[src/shared/dswbd_pkg.sv]
// Constants for the data space window and bank decoder
package dswbd_pkg;
	localparam logic [7:0] ADDR_ROM_WINDOW_SELECT = 8'hC9;
	localparam logic [7:0] ADDR_DATA_BANK_SELECT = 8'hE8;
	localparam logic [1:0] REGION_BANK = 2'h0;
	localparam logic [1:0] REGION_WINDOW = 2'h1;
	localparam logic [1:0] REGION_RAM = 2'h2;
	localparam logic [1:0] REGION_REGS = 2'h3;
	localparam int OFFSET_BITS = 6;
	localparam int ROM_ADDR_BITS = 14;
	localparam int WINDOW_KEEP_BITS = 8;
	localparam int STATIC_RAM_BYTES = 64;
	localparam logic [7:0] CODE_EE0 = 8'h01;
	localparam logic [7:0] CODE_EE1 = 8'h02;
	localparam logic [7:0] CODE_EE2 = 8'h03;
	localparam logic [7:0] CODE_EE3 = 8'h81;
	localparam logic [7:0] CODE_EE4 = 8'h82;
	localparam logic [7:0] CODE_EE5 = 8'h83;
	localparam logic [7:0] CODE_RAM2 = 8'h04;
	localparam logic [7:0] CODE_RAM3 = 8'h08;
	localparam logic [7:0] CODE_RAM4 = 8'h10;
	localparam logic [7:0] CODE_DISP5 = 8'h20;
	localparam logic [7:0] CODE_DISP6 = 8'h40;
	localparam logic [7:0] REG_RESET = 8'h00;
	localparam int EEPROM_PAGE_HIGH_BIT = 7;
	localparam int DISPLAY_PAGE6_BIT = 6;
	localparam int DISPLAY_PAGE5_BIT = 5;
	localparam int RAM_PAGE4_BIT = 4;
	localparam int RAM_PAGE3_BIT = 3;
	localparam int RAM_PAGE2_BIT = 2;
	typedef enum logic [1:0] {
		DSWBD_TGT_NONE,
		DSWBD_TGT_EEPROM,
		DSWBD_TGT_RAM,
		DSWBD_TGT_DISPLAY
	} dswbd_target_e;
endpackage : dswbd_pkg

[src/shared/dswbd_bank_if.sv]
// Bank decode result passed between decoder modules
interface dswbd_bank_if;
	import dswbd_pkg::*;
	logic [7:0] code;
	dswbd_target_e target;
	logic [2:0] page;
	modport decoder (input code, output target, output page);
	modport user (output code, input target, input page);
endinterface : dswbd_bank_if

[src/hdl/dswbd_decoder.sv]
// Data space window and bank decoder top level
// How it works
// 40h-7Fh reads a read-only program ROM window
// ROM address is window register above offset
// Window register at C9h, write-only, 64-byte steps
// Window never reaches above lowest 16k ROM
// Window register eight bits, undefined after reset
// 80h-BFh always hits static data RAM
// 00h-3Fh goes to bank chosen at E8h
// Codes 01-03h, 81-83h pick EEPROM pages 0-5
// Codes 20h, 40h pick display pages 5, 6
// Codes 04h, 08h, 10h pick RAM pages 2-4
// Software sets only one bank at once
// Software keeps RAM copy of bank select
// Software keeps RAM copy of window register
// Unlisted bank code: reads undefined, writes dropped
//
// Implementation choice: the plain strobed port.
module dswbd_decoder
	import dswbd_pkg::*;
(
	input wire logic mclk_in,
	input wire logic nrst_in,
	input wire logic ce_in,
	input wire logic [7:0] addr_in,
	input wire logic [7:0] wdata_in,
	input wire logic wr_in,
	input wire logic rd_in,
	output logic [7:0] rdata_out,
	output logic [ROM_ADDR_BITS-1:0] rom_addr_out,
	output logic rom_rd_out,
	input wire logic [7:0] rom_data_in,
	output logic [5:0] bank_addr_out,
	output logic [7:0] bank_wdata_out,
	output logic [2:0] bank_page_out,
	output logic eeprom_rd_out,
	output logic eeprom_wr_out,
	output logic bank_ram_rd_out,
	output logic bank_ram_wr_out,
	output logic display_rd_out,
	output logic display_wr_out,
	input wire logic [7:0] eeprom_data_in,
	input wire logic [7:0] bank_ram_data_in,
	input wire logic [7:0] display_data_in,
	output logic [7:0] rom_window_select_out,
	output logic [7:0] data_bank_select_out
);
	logic [7:0] rom_window_select;
	logic [7:0] data_bank_select;
	logic [1:0] region;
	logic [1:0] rd_region;
	dswbd_target_e rd_target;
	logic [7:0] ram_rdata;
	logic bank_access;
	logic ram_access;
	dswbd_bank_if bank ();

	dswbd_bank_decode u_bank_decode (
		.bank(bank)
	);
	assign bank.code = data_bank_select;

	// Region taken from the two top address bits
	assign region = addr_in[7:6];
	assign bank_access = (region == REGION_BANK) && ce_in;
	assign ram_access = (region == REGION_RAM) && ce_in;

	dswbd_static_ram u_static_ram (
		.mclk_in(mclk_in),
		.ce_in(ram_access && (rd_in || wr_in)),
		.wr_in(wr_in),
		.addr_in(addr_in[OFFSET_BITS-1:0]),
		.wdata_in(wdata_in),
		.rdata_out(ram_rdata)
	);

	// Window register; reset to zero although software may not rely on it
	always_ff @(posedge mclk_in or negedge nrst_in) begin
		if (!nrst_in) begin
			rom_window_select <= REG_RESET;
		end else if (ce_in && wr_in && addr_in == ADDR_ROM_WINDOW_SELECT) begin
			rom_window_select <= wdata_in;
		end
	end

	// Bank select register; reset value is a no-bank code
	always_ff @(posedge mclk_in or negedge nrst_in) begin
		if (!nrst_in) begin
			data_bank_select <= REG_RESET;
		end else if (ce_in && wr_in && addr_in == ADDR_DATA_BANK_SELECT) begin
			data_bank_select <= wdata_in;
		end
	end

	assign rom_window_select_out = rom_window_select;
	assign data_bank_select_out = data_bank_select;

	// ROM address: all eight window bits on top, so 16k is the ceiling
	assign rom_addr_out = {rom_window_select[WINDOW_KEEP_BITS-1:0],
		addr_in[OFFSET_BITS-1:0]};
	// Writes into the window are ignored: ROM is read-only
	assign rom_rd_out = ce_in && rd_in && region == REGION_WINDOW;

	// Bank strobes gated by decoded target; unlisted codes reach nothing
	assign bank_addr_out = addr_in[OFFSET_BITS-1:0];
	assign bank_wdata_out = wdata_in;
	assign bank_page_out = bank.page;
	always_comb begin
		eeprom_rd_out = 1'b0;
		eeprom_wr_out = 1'b0;
		bank_ram_rd_out = 1'b0;
		bank_ram_wr_out = 1'b0;
		display_rd_out = 1'b0;
		display_wr_out = 1'b0;
		if (bank_access) begin
			case (bank.target)
				DSWBD_TGT_EEPROM: begin
					eeprom_rd_out = rd_in;
					eeprom_wr_out = wr_in;
				end
				DSWBD_TGT_RAM: begin
					bank_ram_rd_out = rd_in;
					bank_ram_wr_out = wr_in;
				end
				DSWBD_TGT_DISPLAY: begin
					display_rd_out = rd_in;
					display_wr_out = wr_in;
				end
				default: begin
					eeprom_rd_out = 1'b0;
				end
			endcase
		end
	end

	// Remember what a read addressed, for the data cycle after
	always_ff @(posedge mclk_in or negedge nrst_in) begin
		if (!nrst_in) begin
			rd_region <= REGION_REGS;
			rd_target <= DSWBD_TGT_NONE;
		end else if (ce_in && rd_in) begin
			rd_region <= region;
			rd_target <= bank.target;
		end else if (ce_in) begin
			rd_region <= REGION_REGS;
			rd_target <= DSWBD_TGT_NONE;
		end
	end

	// Read mux; write-only registers and other regs read as zero
	always_comb begin
		rdata_out = 8'h00;
		if (rd_region == REGION_WINDOW) begin
			rdata_out = rom_data_in;
		end else if (rd_region == REGION_RAM) begin
			rdata_out = ram_rdata;
		end else if (rd_region == REGION_BANK) begin
			case (rd_target)
				DSWBD_TGT_EEPROM: rdata_out = eeprom_data_in;
				DSWBD_TGT_RAM: rdata_out = bank_ram_data_in;
				DSWBD_TGT_DISPLAY: rdata_out = display_data_in;
				default: rdata_out = 8'h00;
			endcase
		end
	end
endmodule : dswbd_decoder

[src/hdl/dswbd_bank_decode.sv]
// Combinational bank-select code decoder
module dswbd_bank_decode
	import dswbd_pkg::*;
(
	dswbd_bank_if.decoder bank
);
	// Only the listed one-hot or eeprom codes select a page
	always_comb begin
		bank.target = DSWBD_TGT_NONE;
		bank.page = 3'h0;
		case (bank.code)
			CODE_EE0: begin bank.target = DSWBD_TGT_EEPROM; bank.page = 3'h0; end
			CODE_EE1: begin bank.target = DSWBD_TGT_EEPROM; bank.page = 3'h1; end
			CODE_EE2: begin bank.target = DSWBD_TGT_EEPROM; bank.page = 3'h2; end
			CODE_EE3: begin bank.target = DSWBD_TGT_EEPROM; bank.page = 3'h3; end
			CODE_EE4: begin bank.target = DSWBD_TGT_EEPROM; bank.page = 3'h4; end
			CODE_EE5: begin bank.target = DSWBD_TGT_EEPROM; bank.page = 3'h5; end
			CODE_RAM2: begin bank.target = DSWBD_TGT_RAM; bank.page = 3'h2; end
			CODE_RAM3: begin bank.target = DSWBD_TGT_RAM; bank.page = 3'h3; end
			CODE_RAM4: begin bank.target = DSWBD_TGT_RAM; bank.page = 3'h4; end
			CODE_DISP5: begin bank.target = DSWBD_TGT_DISPLAY; bank.page = 3'h5; end
			CODE_DISP6: begin bank.target = DSWBD_TGT_DISPLAY; bank.page = 3'h6; end
			default: begin bank.target = DSWBD_TGT_NONE; bank.page = 3'h0; end
		endcase
	end
endmodule : dswbd_bank_decode

[src/hdl/dswbd_static_ram.sv]
// Always-mapped 64-byte data RAM
module dswbd_static_ram
	import dswbd_pkg::*;
(
	input wire logic mclk_in,
	input wire logic ce_in,
	input wire logic wr_in,
	input wire logic [5:0] addr_in,
	input wire logic [7:0] wdata_in,
	output logic [7:0] rdata_out
);
	logic [7:0] mem [STATIC_RAM_BYTES];
	// Synchronous port; contents are not reset, like real RAM
	always_ff @(posedge mclk_in) begin
		if (ce_in) begin
			if (wr_in)
				mem[addr_in] <= wdata_in;
			rdata_out <= mem[addr_in];
		end
	end
endmodule : dswbd_static_ram

[config.mk]
export PLATFORM = sky130hd
export DESIGN_NAME = dswbd_decoder
export DESIGN_NICKNAME = d
export VERILOG_FILES = /design/src/shared/dswbd_pkg.sv /design/src/shared/dswbd_bank_if.sv /design/src/hdl/dswbd_decoder.sv /design/src/hdl/dswbd_bank_decode.sv /design/src/hdl/dswbd_static_ram.sv
export SDC_FILE = /design/constraint.sdc
export NUM_CORES = 1
export LEC_CHECK = 0
export ABC_AREA = 1
export ABC_CLOCK_PERIOD_IN_PS = 1200
export BUFFER_PORTS_ARGS = -buffer_cell sky130_fd_sc_hd__buf_2
export CAP_MARGIN = 20
export CORE_AREA = 10 10 299 157
export CTS_BUF_LIST = sky130_fd_sc_hd__clkbuf_4
export CTS_CLUSTER_DIAMETER = 200
export CTS_CLUSTER_SIZE = 30
export DETAILED_ROUTE_END_ITERATION = 16
export DIE_AREA = 0 0 309 167
export MAX_ROUTING_LAYER = met4
export PLACE_DENSITY = 0.77
export REMOVE_ABC_BUFFERS = 1
export SYNTH_ARGS = -nofsm -noshare
export SYNTH_HDL_FRONTEND = slang
export SYNTH_SLANG_ARGS = --single-unit
[constraint.sdc]
create_clock -name mclk_in -period 1.2 [get_ports mclk_in]
set_input_delay 0.12 -clock mclk_in [delete_from_list [all_inputs] [get_ports mclk_in]]
set_output_delay 0.12 -clock mclk_in [all_outputs]
set_load 0.01 [all_outputs]
==> impl_metrics.py <==
metrics = {
    "drt": {
        "drt_iter0_markers": 2264,
        "first_pass_iters": 8,
        "wl_per_cell_um": 19.7,
        "vias": 17400,
        "via_per_inst": 5.49,
        "routed_wl_um": 62500,
        "drc": 0,
        "ant_nets": 0,
    },
    "power_and_ir_drop": {
        "p_leak_uw": 0.0119,
        "p_per_area_nw_per_um2": 1090,
        "vdd_drop_max_mv": 0.649,
    },
    "timing": {
        "finalWorstSetupSlack_ns": -1.18,
        "worst_slew_pin_slew_ns": 0.838,
        "layout_worst_path_cycle_share_pct": 198,
        "finalSetupViolations": 54,
        "skew_ns": 0.0461,
        "rsz0062_at_grt": "true",
        "period_needed_ns": 2.38,
        "drv_slew": 0,
        "tns_ns": -30.95,
        "hold_violations": 64,
        "maxSlewHeadroom_pct": 44.0,
        "fmax_mhz": 420,
        "whs_ns": -0.212,
    },
    "setup_path": {
        "crit_type": "reg2out",
        "worst_ep_required_time_ns": 1.08,
        "cp_slowest_cell": "dfrtp_1",
        "startpoint_type": "register",
        "worst_path_dominant_cell_family": "simple AND/OR/NAND/NOR gates",
        "critPathCaptureType": "output pin",
        "r2r-start": "data_bank_select_out[3]",
        "crit_arrival_ns": 2.26,
        "cp_num_buf_inv": 3,
        "critPathLaunch": "data_bank_select_out[0]",
        "crit_fanout": 2,
        "path_cells": "nor2_2 > buf_4 > nand3_1 > nor2_2 > nor2_1 > nand2_2 > inv_1 > nor2_1 > buf_2",
        "ff2ff_setup_slack_ns": -0.41,
        "max_stage_delay_ns": 0.46,
    },
    "logic_synthesis": {
        "ys_ff_latch": 540,
        "synth_seq_area_share_pct": 68.3,
        "netlist_area_um2": 23600,
        "syn_avg_cell_area_um2": 10.1,
        "yosys_warnings": 0,
        "synth_cell_types": 28,
        "syn_inst": 2343,
    },
    "min_path": {
        "hold_path.class": "in2reg",
        "hp-start": "wdata_in[1]",
    },
    "floorplan": {
        "start_util_pct": 56.7,
        "die_h_um": 167,
        "die_width_um": 309,
        "coreArea_um2": 41600,
        "std_cell_rows": 53,
        "die-area_um2": 51600,
        "io_pins": 115,
    },
    "clocking": {
        "cts_sinks": 540,
        "cts_made_buffers": 21,
        "htreeDepth": 1,
        "clk_pin_slew_worst_paths_ns": 0.29,
        "clk_latency_ns": 0.85,
        "cts_tree": "built",
        "clockBufferDepth": 3,
        "cts_root_buf": "clkbuf_4",
    },
    "run_status": {
        "status": "complete, but fails checks",
        "violations": "negative hold slack, negative setup slack",
    },
    "placed_design": {
        "portBuffers": 114,
        "gp_congestion": 0.964,
        "dp_hpwl_um": 40600,
    },
    "layout": {
        "layout-drive-gt1-share_pct": 20.7,
        "utilization_pct": 66.0,
        "nets": 2663,
        "final_common_cell": "nand2_1",
        "final_cell_mix": "878 x nand2_1, 520 x edfxtp_1, 254 x inv_1",
        "area_growth_pct": 16.5,
    },
    "global_route": {
        "grt_pass1_wl_um": 94900,
        "grt_max_degree": 67,
        "grt-ovfl-total": 0,
        "grt_pass1_vias": 17000,
        "antenna_found_initial": 1,
        "grt_use_total_pct": 24.1,
    },
    "flow_run": {
        "drv_cap": 0,
    },
}
## synth_stat cells
master       n  area, µm²
buf_6        2       22.5
nand2_2      1       6.26
nor3_1       2       10.0
nand3_2      2       20.0
dfstp_2      2       52.6
o21ai_0     18       90.1
nor3_2       1       10.0
clkinv_1     1       3.75
a22oi_1      1       7.51
nand2_1    959       3600
buf_2       72        360
nor2_2       3       18.8
buf_4       40        300
nor2_4       3       33.8
a31oi_1      2       12.5
buf_1        7       26.3
o2111ai_1    1       8.76
clkbuf_1     5       18.8
edfxtp_1   520      15600
a21oi_1     39        195
inv_2        2       7.51
nand4_1     18        113
nor2_1     146        548
nand3_1    212       1060
o21ai_1      4       20.0
inv_1      261        980
nand3b_1     1       7.51
dfrtp_1     18        450
## layout make-up
class                      instances  area (µm²)
antenna                            1        2.50
clock buffer                      29         218
fill                            2998       14100
inverter                         264         997
multi-input combinational       1413        6390
sequential                       540       16100
tap                              550         688
timing repair buffer             370        3090
## report_power, final
group	internal [µW]	switching [µW]	leakage, µW	total, µW
Sequential	20700	36.7	0.00495	20700
Combinational	1140	2110	0.00681	3250
Clock	1080	5000	0.000133	6080
Total	22900	7150	0.0119	30100
## worst paths after layout
check,depth (start not counted),end
max in group asynchronous,3,rd_target[0]
worst min-delay path,2,u_static_ram.mem[10][1]
min in group asynchronous,3,rd_region[1]
worst max-delay path,9,bank_ram_wr_out
worst min register to register,2,rom_window_select_out[7]
worst max register to register,10,rd_target[1]
## through the flow
stage                     total power [µW]  instance area (µm²)  hold slack, ns  worst slack, ns  std cells
final                                30100                27500          -0.212            -1.18       3167
after global routing                 31000                27500          -0.249            -1.31       3167
after detailed placement             24000                26200          0.0947           -0.852       3102
after CTS                            29900                27100          -0.256            -1.09       3163
after global placement               23900                26200          0.0923           -0.840       3102
after floorplan                      22200                22900          -0.176            -1.84       2217
## timing repair
item | CTS | global route
gates resized for setup | 136 | 88
endpoints found under the hold margin | 562 | 267
setup buffers | 13 | 5
setup endpoints to repair | 51 | 290
pin swaps | 68 | 47
hold buffers | 22 | 5
## sequential cells by signal, indices dropped and copies added, names as in the netlist
signal	flops
rd_region	2
rd_target	2
u_static_ram.rdata_out	8
rom_window_select_out	8
u_static_ram.mem	512
data_bank_select_out	8
## metal layers
metal	global-route usage [%]	wire (µm)	up-vias
met5	-	0	-
met4	6.86	1760	0
met3	5.19	7040	133
met2	38.2	29600	938
met1	31.1	24100	8274
li1	-	-	8055
## logic make-up (layout without fill, tap and decap cells)
family          after synthesis  count (layout)  share of synthesized area [%]
other cells                   0               1                              0
flops                       540             540                           68.3
simple gates               1348            1348                           23.0
buf+inv                     390             663                           7.28
compound gates               65              65                           1.42
(Power assumes the default switching activity.)
